File: src/core/attach_cfg.svh
// Purpose: field positions, reset value, write mask and timing counts
// Assumes: 125 MHz raw clock
// Notes:   definitions only
`ifndef ATTACH_CFG_SVH
`define ATTACH_CFG_SVH

`define APC_RESET            32'h0004_0000
`define APC_PORT_EN          31
`define APC_SRC_HI           30
`define APC_SRC_LO           29
`define APC_STAT_HI          25
`define APC_STAT_LO          24
`define APC_DET_EN           23
`define APC_ACT_LEN          22
`define APC_WARM_LEN         21
`define APC_INTERVAL         20
`define APC_CMP_HI           19
`define APC_CMP_LO           18
`define APC_REF_LVL          17
`define APC_FORCE            16
`define APC_VS_POL           4
`define APC_WR_MASK          32'hE0FF_0010

`define CLK_MHZ              125
`define ACT_SHORT_CYC        64
`define ACT_LONG_CYC         128
`define WARM_SHORT_MS        4
`define WARM_LONG_MS         8
`define INTERVAL_SHORT_S     2
`define INTERVAL_LONG_S      4
`define WARM_SHORT_CYC       (`WARM_SHORT_MS * `CLK_MHZ * 1000)
`define WARM_LONG_CYC        (`WARM_LONG_MS * `CLK_MHZ * 1000)
`define INTERVAL_SHORT_CYC   (`INTERVAL_SHORT_S * `CLK_MHZ * 1000000)
`define INTERVAL_LONG_CYC    (`INTERVAL_LONG_S * `CLK_MHZ * 1000000)

`endif

File: src/core/attach_pkg.sv
// Purpose: types shared by the attach detection block
// Assumes: nothing
// Notes:   constants live in attach_cfg.svh
package attach_pkg;
  typedef enum logic [1:0] {
    ST_IDLE   = 2'b00,
    ST_WARM   = 2'b01,
    ST_ACTIVE = 2'b10,
    ST_UPDATE = 2'b11
  } detect_state_t;

  typedef enum logic [1:0] {
    SRC_FIRST  = 2'b00,
    SRC_SECOND = 2'b01,
    SRC_THIRD  = 2'b10,
    SRC_NONE   = 2'b11
  } source_sel_t;
endpackage

File: src/core/detect_engine.sv
// Purpose: one detection cycle: warm-up, activation compare, single result
// Assumes: sense inputs synchronous to clk
// Notes:   compare latched at end of activation
`timescale 1ns/1ps
`default_nettype none
`include "attach_cfg.svh"
module detect_engine
  import attach_pkg::*;
#(
  parameter int unsigned WARM_SHORT = `WARM_SHORT_CYC,
  parameter int unsigned WARM_LONG  = `WARM_LONG_CYC
) (
  // clock and reset
  input  wire logic       clk,
  input  wire logic       reset,
  // control
  input  wire logic       start,
  input  wire logic       act_long,
  input  wire logic       warm_long,
  // sensed compare results per channel: bit0 blue, bit1 green
  input  wire logic [1:0] sense_above,
  // result
  output logic            busy,
  output logic            done,
  output logic      [1:0] result
);
  detect_state_t state;
  detect_state_t next_state;
  logic [31:0]   count;
  logic [31:0]   warm_cyc;
  logic [31:0]   act_cyc;
  logic [1:0]    seen;
  wire           count_end = (count == 32'h0000_0000);

  assign warm_cyc = warm_long ? WARM_LONG : WARM_SHORT;
  assign act_cyc  = act_long ? 32'(`ACT_LONG_CYC) : 32'(`ACT_SHORT_CYC);
  assign busy     = (state != ST_IDLE);
  assign done     = (state == ST_UPDATE);

  // ----------------------------------------
  // sequencer
  // ----------------------------------------
  always_comb begin
    case (state)
      ST_IDLE:   next_state = start ? ST_WARM : ST_IDLE;
      ST_WARM:   next_state = count_end ? ST_ACTIVE : ST_WARM;
      ST_ACTIVE: next_state = count_end ? ST_UPDATE : ST_ACTIVE;
      ST_UPDATE: next_state = ST_IDLE;
      default:   next_state = ST_IDLE;
    endcase
  end

  always_ff @(posedge clk or posedge reset) begin
    if (reset) begin
      state  <= ST_IDLE;
      count  <= 32'h0000_0000;
      seen   <= 2'h0;
      result <= 2'h0;
    end else begin
      state <= next_state;
      if (state == ST_IDLE && start) begin
        count <= warm_cyc - 32'd1;
      end else if (state == ST_WARM && count_end) begin
        count <= act_cyc - 32'd1;
        seen  <= 2'h0;
      end else if (!count_end) begin
        count <= count - 32'd1;
      end
      // any sample above threshold in the window counts as attached
      if (state == ST_ACTIVE) begin
        seen <= seen | sense_above;
      end
      if (state == ST_ACTIVE && count_end) begin
        result <= seen | sense_above;
      end
    end
  end
endmodule
`default_nettype wire

File: src/core/analog_port_attach_detect.sv
// Purpose: analog port control register and attach/detach detection
// Assumes: register written through plain write strobe with byte-free data
// Notes:   long intervals are parameters for simulation
// Overview of operation
// - port enable drives converter and syncs
// - channel status reports attached colour channels
// - writing one clears a status bit
// - status edges ORed into interrupt status
// - automatic detection only while enable set
// - activation lasts 64 or 128 clocks
// - warm-up about 4 or 8 ms
// - idle sample interval 2 or 4 seconds
// - reference 325/475 mV, pair with code 11b
// - force start runs one cycle, self-clears
// - vsync polarity and its idle level
`timescale 1ns/1ps
`default_nettype none
`include "attach_cfg.svh"
module analog_port_attach_detect
  import attach_pkg::*;
#(
  parameter int unsigned WARM_SHORT     = `WARM_SHORT_CYC,
  parameter int unsigned WARM_LONG      = `WARM_LONG_CYC,
  parameter int unsigned INTERVAL_SHORT = `INTERVAL_SHORT_CYC,
  parameter int unsigned INTERVAL_LONG  = `INTERVAL_LONG_CYC
) (
  // clock and reset
  input  wire logic        clk,
  input  wire logic        reset,
  // register port
  input  wire logic        reg_write,
  input  wire logic [31:0] reg_wdata,
  output logic      [31:0] reg_rdata,
  // transcoder state and raw sync
  input  wire logic        transcoder_enabled,
  input  wire logic        vsync_raw,
  input  wire logic        hsync_raw,
  // analog sense from the monitor side
  input  wire logic [1:0]  sense_above,
  // analog front end controls
  output logic             converter_enable,
  output logic       [1:0] source_select,
  output logic       [6:0] detect_threshold,
  output logic             detect_reference_level,
  output logic             detect_circuit_on,
  // syncs toward the monitor
  output logic             vsync_out,
  output logic             hsync_out,
  // event toward display interrupt status
  output logic             display_interrupt_status
);
  // ----------------------------------------
  // control register
  // ----------------------------------------
  logic [31:0] analog_port_control;
  logic [1:0]  attach_channel_status;
  logic [1:0]  recorded;
  logic [1:0]  status_prev;
  logic [31:0] interval_count;
  logic        eng_busy;
  logic        eng_done;
  logic [1:0]  eng_result;
  logic        forced_run;

  wire port_enable            = analog_port_control[`APC_PORT_EN];
  wire attach_detect_enable   = analog_port_control[`APC_DET_EN];
  wire detect_activation_length = analog_port_control[`APC_ACT_LEN];
  wire detect_warmup_length   = analog_port_control[`APC_WARM_LEN];
  wire detect_sample_interval = analog_port_control[`APC_INTERVAL];
  wire [1:0] detect_compare_code =
    analog_port_control[`APC_CMP_HI:`APC_CMP_LO];
  wire detect_force_start     = analog_port_control[`APC_FORCE];
  wire vsync_active_high      = analog_port_control[`APC_VS_POL];

  // writes of ones clear status; hardware set wins over that clear
  wire [1:0] status_clear = reg_write ? reg_wdata[`APC_STAT_HI:`APC_STAT_LO] : 2'h0;
  wire [1:0] change       = eng_result ^ recorded;
  wire       take_result  = eng_done && (forced_run || attach_detect_enable);
  wire [1:0] status_set   = take_result ? (eng_result & change) : 2'h0;

  // sampling: continuous while transcoder runs, spaced out while it is off
  wire [31:0] interval_cyc = detect_sample_interval ? INTERVAL_LONG : INTERVAL_SHORT;
  wire interval_end  = (interval_count == 32'h0000_0000);
  wire auto_start    = attach_detect_enable && !eng_busy &&
                       (transcoder_enabled || interval_end);
  wire force_start   = detect_force_start && !eng_busy;
  wire engine_start  = auto_start || force_start;

  always_ff @(posedge clk or posedge reset) begin
    if (reset) begin
      analog_port_control <= `APC_RESET;
    end else begin
      // trigger bit drops when its cycle finishes
      if (eng_done && forced_run) begin
        analog_port_control[`APC_FORCE] <= 1'b0;
      end
      // a write in the same cycle overrides the self-clear: a trigger written in that cycle is kept
      if (reg_write) begin
        analog_port_control <= reg_wdata & `APC_WR_MASK;
      end
    end
  end

  always_ff @(posedge clk or posedge reset) begin
    if (reset) begin
      attach_channel_status <= 2'h0;
      recorded              <= 2'h0;
      status_prev           <= 2'h0;
      forced_run            <= 1'b0;
      interval_count        <= 32'h0000_0000;
    end else begin
      attach_channel_status <= (attach_channel_status & ~status_clear)
                               | status_set;
      status_prev <= attach_channel_status;
      if (take_result) begin
        recorded <= eng_result;
      end
      if (engine_start) begin
        forced_run <= force_start;
      end else if (eng_done) begin
        forced_run <= 1'b0;
      end
      if (engine_start) begin
        interval_count <= interval_cyc - 32'd1;
      end else if (!interval_end && !eng_busy) begin
        interval_count <= interval_count - 32'd1;
      end
    end
  end

  // ----------------------------------------
  // detection engine
  // ----------------------------------------
  detect_engine #(
    .WARM_SHORT (WARM_SHORT),
    .WARM_LONG  (WARM_LONG)
  ) detect_engine_i (
    .clk         (clk),
    .reset       (reset),
    .start       (engine_start),
    .act_long    (detect_activation_length),
    .warm_long   (detect_warmup_length),
    .sense_above (sense_above),
    .busy        (eng_busy),
    .done        (eng_done),
    .result      (eng_result)
  );

  // ----------------------------------------
  // outputs
  // ----------------------------------------
  // any edge of either status bit raises the event
  wire [1:0] status_edge = attach_channel_status ^ status_prev;
  always_ff @(posedge clk or posedge reset) begin
    if (reset) begin
      display_interrupt_status <= 1'b0;
      vsync_out                <= 1'b0;
      hsync_out                <= 1'b0;
    end else begin
      display_interrupt_status <= |status_edge;
      // idle level is the inverse of the polarity bit, i.e. inactive state
      vsync_out <= port_enable ? (vsync_raw ~^ vsync_active_high)
                               : ~vsync_active_high;
      hsync_out <= port_enable ? hsync_raw : 1'b0;
    end
  end

  assign converter_enable       = port_enable;
  assign source_select          = analog_port_control[`APC_SRC_HI:`APC_SRC_LO];
  // threshold 40/50/60/70 from the two-bit code
  assign detect_threshold       = 7'd40 + {detect_compare_code, 3'b000}
                                  + {3'b000, detect_compare_code, 1'b0};
  assign detect_reference_level = analog_port_control[`APC_REF_LVL];
  assign detect_circuit_on      = eng_busy;
  assign reg_rdata = {analog_port_control[31:26], attach_channel_status,
                      analog_port_control[23:0]};
endmodule
`default_nettype wire

File: config.mk
export PLATFORM = sky130hd
export DESIGN_NAME = analog_port_attach_detect
export DESIGN_NICKNAME = d
export VERILOG_FILES = /design/src/core/attach_pkg.sv /design/src/core/detect_engine.sv /design/src/core/analog_port_attach_detect.sv
export VERILOG_INCLUDE_DIRS = /design/src /design/src/core
export SDC_FILE = /design/constraint.sdc
export NUM_CORES = 1
export LEC_CHECK = 0
export ABC_AREA = 1
export BUFFER_PORTS_ARGS = -buffer_cell sky130_fd_sc_hd__buf_2
export CORE_ASPECT_RATIO = 0.5
export CORE_MARGIN = 3
export CORE_UTILIZATION = 40
export DETAILED_ROUTE_END_ITERATION = 8
export PLACE_DENSITY = 0.68
export SYNTH_ARGS = -nofsm -noshare
export SYNTH_HDL_FRONTEND = slang
export SYNTH_SLANG_ARGS = --single-unit
File: constraint.sdc
create_clock -name clk -period 6 [get_ports clk]
set_input_delay 1.5 -clock clk [delete_from_list [all_inputs] [get_ports clk]]
set_output_delay 1.5 -clock clk [all_outputs]
set_load 0.005 [all_outputs]
==> Word-level counts from Yosys, hierarchy flattened <==
Cells that the tools add are included.
{ "word_totals": {"output_inout_bits": 47, "ff_bits": 92, "wordCells": 82, "inputBits": 40} }
{ "classes": {"add_sub_neg": 7, "bitwise_logic": 9, "n_mux": 23, "n_reduce_logical": 24, "n_eq_ne": 5} }
{ "op_table": {"columns": ["op", "count"], "rows": [
  ["32-bit two-way mux", 5],
  ["32-bit by 1-bit subtractor with 32-bit output, second input constant", 4],
  ["32-bit logical NOT", 2],
  ["29-bit by 1-bit subtractor with 30-bit output, second input constant", 1],
  ["29-bit two-way mux", 1],
  ["20-bit two-way mux", 1],
  ["17-bit two-way mux", 1],
  ["2-bit two-way mux", 6],
  ["2-bit nonzero test", 5],
  ["1-bit logical AND", 9],
  ["8-bit two-way mux", 1],
  ["2-bit one-hot mux with 4 select lines", 1],
  ["6-bit by 5-bit adder with 7-bit output, first input constant", 1],
  ["7-bit by 3-bit adder with 7-bit output", 1],
  ["1-bit two-way mux", 7],
  ["2-bit bitwise AND", 2],
  ["2-bit == test, second input constant", 2],
  ["2-bit OR", 2],
  ["2-bit XOR", 2],
  ["1-bit logical OR", 3],
  ["3-bit != test, second input constant", 1],
  ["2-bit by 1-bit == test with 1-bit output, second input constant", 1],
  ["1-bit logical NOT", 2],
  ["2-bit logical NOT", 1],
  ["6 further kinds", 6]
]} }

==> Logic depth before layout (Yosys ltp) <==
{ "logic_depth": {"word_depth": 8, "depth_mapped": 15, "depth_no_buf": 15} }

==> Modules after synthesis <==
From an unflattened synthesis, not the netlist that was laid out.
{ "unflattened": {"hier_cells": 796, "area_unflattened_um2": 5773.0} }
{ "by_module_without_submodules": {"columns": ["mod", "n_inst", "seq_area_each_um2", "cells_each", "area_each_um2"], "rows": [
  ["analog_port_attach_detect", 1, 1352.5, 459, 3269.4],
  ["detect_engine", 1, 950.9, 337, 2503.7]
]} }

==> Least setup slack after synthesis <==
No wires, ideal clock.
{ "synth_timing": {"path_type": "input-to-reg", "startpoint": "in transcoder_enabled", "endpoint": "reg interval_count[9]", "setup_time_ns": 0.124, "path_slack_ns": 3.575, "arrival_ns": 2.301, "n_path_buf": 1, "t_required_ns": 5.876, "stages": 7, "cell_sequence": "inv_1 > nand2_2 > a21boi_2 > nand2_2 > buf_2 > o211ai_1 > nand2_1"} }
{ "synth_via": {"elab_chain_len": 4, "word_cells_on_any_way": 5, "classes_between": "mux (1); reduce/logical (4)"} }
{ "synth_rtl": {"columns": ["item", "line_no", "text"], "rows": [
  ["start, declared", "analog_port_attach_detect.sv:35", "input wire logic transcoder_enabled,"],
  ["1-bit logical OR *", "analog_port_attach_detect.sv:85", "(transcoder_enabled || interval_end);"],
  ["1-bit logical AND *", "analog_port_attach_detect.sv:84", "wire auto_start = attach_detect_enable && !eng_busy &&"],
  ["1-bit logical OR *", "analog_port_attach_detect.sv:87", "wire engine_start = auto_start || force_start;"],
  ["32-bit two-way mux / 2-bit nonzero test (equally long branches)", null, null],
  ["end signal, assigned", "analog_port_attach_detect.sv:124", "interval_count <= interval_cyc - 32'd1;"],
  ["end signal, assigned", "analog_port_attach_detect.sv:126", "interval_count <= interval_count - 32'd1;"],
  ["end, declared", "analog_port_attach_detect.sv:59", "logic [31:0] interval_count;"]
]} }
Every way passes the cells marked *; elsewhere a longest branch is shown, timed or not.
A chain may end at the register's enable or synchronous reset.

==> flow_summary_export.csv <==
group,metric,value,unit
placement,io_buffers,49,
detailed_routing,wl,11.91,mm
floorplanning,pin_count,87,
grt,grt_overflow,0,
detailed_routing,viasPerCell,4.952,
sta,grt_setup_unrepaired,"no",
sta,slew_viol_final,0,
cells_and_area,fillers,1224,
detailed_routing,wire_per_inst,13.26,microns
yosys,synth_seq_cells,92,
sta,timing.final.ws_setup,3.242,ns
sta,min_period,2.758,ns
detailed_routing,antenna_left,0,
placement,place_congestion,0.8973,
floorplanning,initial_core_util,0.4235,
floorplanning,core.rowCount,28,
yosys,synth_area,0.005177,sq mm
clocking,cts_setup_buffers,0,
detailed_routing,vias,4447,
critical_path,slowest_stage,"dfrtp_1",
clocking,post_cts_resized,0,
sta,setup_viol,0,
critical_path,start_kind,"register",
sta,max_freq,362.6,MHz
cells_and_area,diodes,0,
run_status,status,"finished, final reports clean",
clocking,cts_sinks,92,
yosys,syn_inst,687,
clocking,postCtsHoldBufs,0,
clocking,cts_made_buffers,9,
detailed_routing,drt_iter0_drc,248,
pwr,peakVddDrop,0.1060,mV
placement,dp_slack,2.977,ns
sta,min_period_over_period,0.4597,
pwr,power-per-cell-area,216.2,mW/mm^2
cells_and_area,final_core_util,0.4695,
sta,hold_viol_final,0,
critical_path,crit_arrival,1.26,ns
critical_path,cp_slowest_stage_delay,0.41,ns
floorplanning,die_area,0.01443,sq mm
floorplanning,die_y,86.45,microns
critical_path,critPathKind,"register to output port",
grt,antenna_found_initial,0,
cells_and_area,post-route-cell-area,0.005741,sq mm
run,cap_violations,0,
pwr,internal_power,0.9661,mW
pwr,p_sw,0.2747,mW
critical_path,critPathMaxFanout,5,
detailed_routing,drtPass1Iterations,5,
sta,worst_pin_slew,0.7896,ns
clocking,clk_latency,0.34,ns
critical_path,critPathRequiredTime,4.50,ns
placement,placed_area,0.005460,sq mm
placement,dp_cells,884,
critical_path,endpoint_kind,"output port",
grt,grt_pass1_vias,4230,
grt,grt_max_degree,50,
sta,fin_skew,0.006655,ns
min_path,hold_path.class,"register to register",
pwr,combinationalPowerShare,0.044,
clocking,cts_tree,"yes",
cells_and_area,instances_no_fill,898,
floorplanning,core-area,0.01223,sq mm
yosys,syn-mean-instance-area,7.536,sq um
grt,grt_pass1_wl,20.51,mm
yosys,seq_area_frac_synth,0.4449,
clocking,clk_pin_slew_worst_paths,0.06,ns
detailed_routing,drc,0,
pwr,sw_frac_of_total,0.2214,
pwr,p_total,1.241,mW
placement,hpwl,8.749,mm
cells_and_area,syn_to_final_growth,10.87,%
floorplanning,die_w,166.9,microns
pwr,clkPwrFrac,0.443,
critical_path,cp_cell_sequence,"nor2_1, inv_1, buf_2",
sta,timing.hold.ws,0.4438,ns
sta,tns,0,ns
yosys,yosysWarnings,0,
cells_and_area,fin_nets,773,
clocking,htreeDepth,3,
clocking,clk_path_buf_depth,2,
clocking,ctsRootBufferMaster,"clkbuf_16",
cells_and_area,drive_above_1_share,0.1323,
pwr,p_seq_frac,0.513,
sta,slew_headroom,0.4688,
grt,grt_util_all_layers,0.1732,
yosys,ys_types,39,
pwr,leakage,2.854,nW
## state kept, by name, summed over array words and instances, names as in the netlist, named ones only
| register | cells |
|---|---|
| hsync_out | 1 |
| interval_count | 32 |
| detect_engine_i.state | 1 |
| display_interrupt_status | 1 |
| detect_engine_i.result | 2 |
| attach_channel_status | 2 |
| status_prev | 2 |
| vsync_out | 1 |
| analog_port_control | 12 |
| forced_run | 1 |
| detect_engine_i.seen | 2 |
| recorded | 2 |
| detect_engine_i.count | 32 |
## cells by family (layout without fill, tap and decap cells)
kind of cell	count (synthesis)	in the layout	share of synthesized area
compound gates	89	89	0.09304
xor+xnor	19	19	0.03214
other cells	1	19	0.0007243
fa+ha+maj	3	3	0.007251
simple gates	358	358	0.3091
flops	92	92	0.4449
buf+inv	125	153	0.1129
## power by group through the flow
stage,sequential (mW),combinational (mW),clock (mW)
floorplan,0.647,0.0414,0
global placement,0.647,0.0551,0
detailed placement,0.648,0.0566,0
CTS,0.636,0.0567,0.560
global route,0.637,0.0630,0.589
finish,0.636,0.0549,0.550
## worst max-delay path, delay by kind of cell, from the launching register on
| kind | cells | cell delay, ns |
|---|---|---|
| flip-flops | 1 | 0.41 |
| AND/OR/NAND/NOR | 1 | 0.27 |
| buffers and inverters | 2 | 0.23 |
## layout make-up
| cell class | instances | area [sq um] | share of cell area |
|---|---|---|---|
| inverters | 88 | 332.8 | 0.05798 |
| well taps | 165 | 206.4 | 0.03596 |
| repair buffers | 51 | 260.3 | 0.04534 |
| flip-flops and latches | 92 | 2303 | 0.4013 |
| clock inverters | 5 | 55.05 | 0.009590 |
| multi-input cells | 488 | 2357 | 0.4106 |
| clock buffers | 9 | 225.2 | 0.03923 |
## cell usage in the layout, fill, tap and decap left out, types with 2 or more instances in the layout
cell,synthesis,layout
nand2_1,151,151
nor2_1,111,111
dfrtp_1,91,91
inv_1,86,85
buf_2,5,49
o21ai_0,38,38
nand3_1,37,37
a21oi_1,30,30
conb_1,1,19
xor2_1,15,15
nand4_1,14,14
nor3_1,11,11
nand2_2,9,9
clkbuf_16,0,9
nor2_2,7,7
o21ai_1,6,6
o211ai_1,5,5
nor4_1,5,5
nor2_4,4,4
xnor2_1,4,4
a31oi_1,4,4
ha_1,3,3
inv_2,2,2
o21a_1,2,2
clkinv_2,0,2
clkinvlp_4,0,2
buf_4,29,2
## routing by layer
layer | up-vias | share of wire | wire [microns] | GRT usage
met5 | - | 0 | 0 | 0
li1 | 2234 | - | - | -
met4 | 0 | 0.0073 | 87 | 0.03892
met1 | 2113 | 0.48 | 5721 | 0.2364
met3 | 12 | 0.042 | 504 | 0.03827
met2 | 88 | 0.47 | 5597 | 0.2866
## path summary, 6_finish.rpt
| path | from | slack [ns] | to | depth (start not counted) |
|---|---|---|---|---|
| setup / recovery | register | 3.24 | detect_circuit_on | 3 |
| hold / removal | attach_channel_status[0] | 0.44 | status_prev[0] | 0 |
| setup reg to reg | interval_count[7] | 3.38 | interval_count[1] | 10 |
| hold reg to reg | attach_channel_status[0] | 0.44 | status_prev[0] | 0 |
| max in group asynchronous | reset | 3.75 | interval_count[23] | 3 |
| min in group asynchronous | reset | 1.24 | interval_count[19] | 2 |
## Yosys cell counts, drive strengths merged
master | instances | share of area
nand2 | 161 | 0.12
nor2 | 123 | 0.10
dfrtp | 91 | 0.44
inv | 88 | 0.064
o21ai | 44 | 0.043
nand3 | 38 | 0.038
buf | 34 | 0.047
a21oi | 30 | 0.029
nand4 | 15 | 0.021
xor2 | 15 | 0.025
nor3 | 12 | 0.014
nor4 | 5 | 0.0060
o211ai | 5 | 0.0073
a31oi | 4 | 0.0048
xnor2 | 4 | 0.0068
clkbuf | 3 | 0.0022
ha | 3 | 0.0073
a21boi | 2 | 0.0036
o21a | 2 | 0.0029
or2 | 2 | 0.0029
a22oi | 1 | 0.0015
conb | 1 | 0.00072
dfstp | 1 | 0.0051
nand3b | 1 | 0.0022
o31ai | 1 | 0.0015
or4 | 1 | 0.0015
Note: power is estimated with default switching activity, not from simulation.
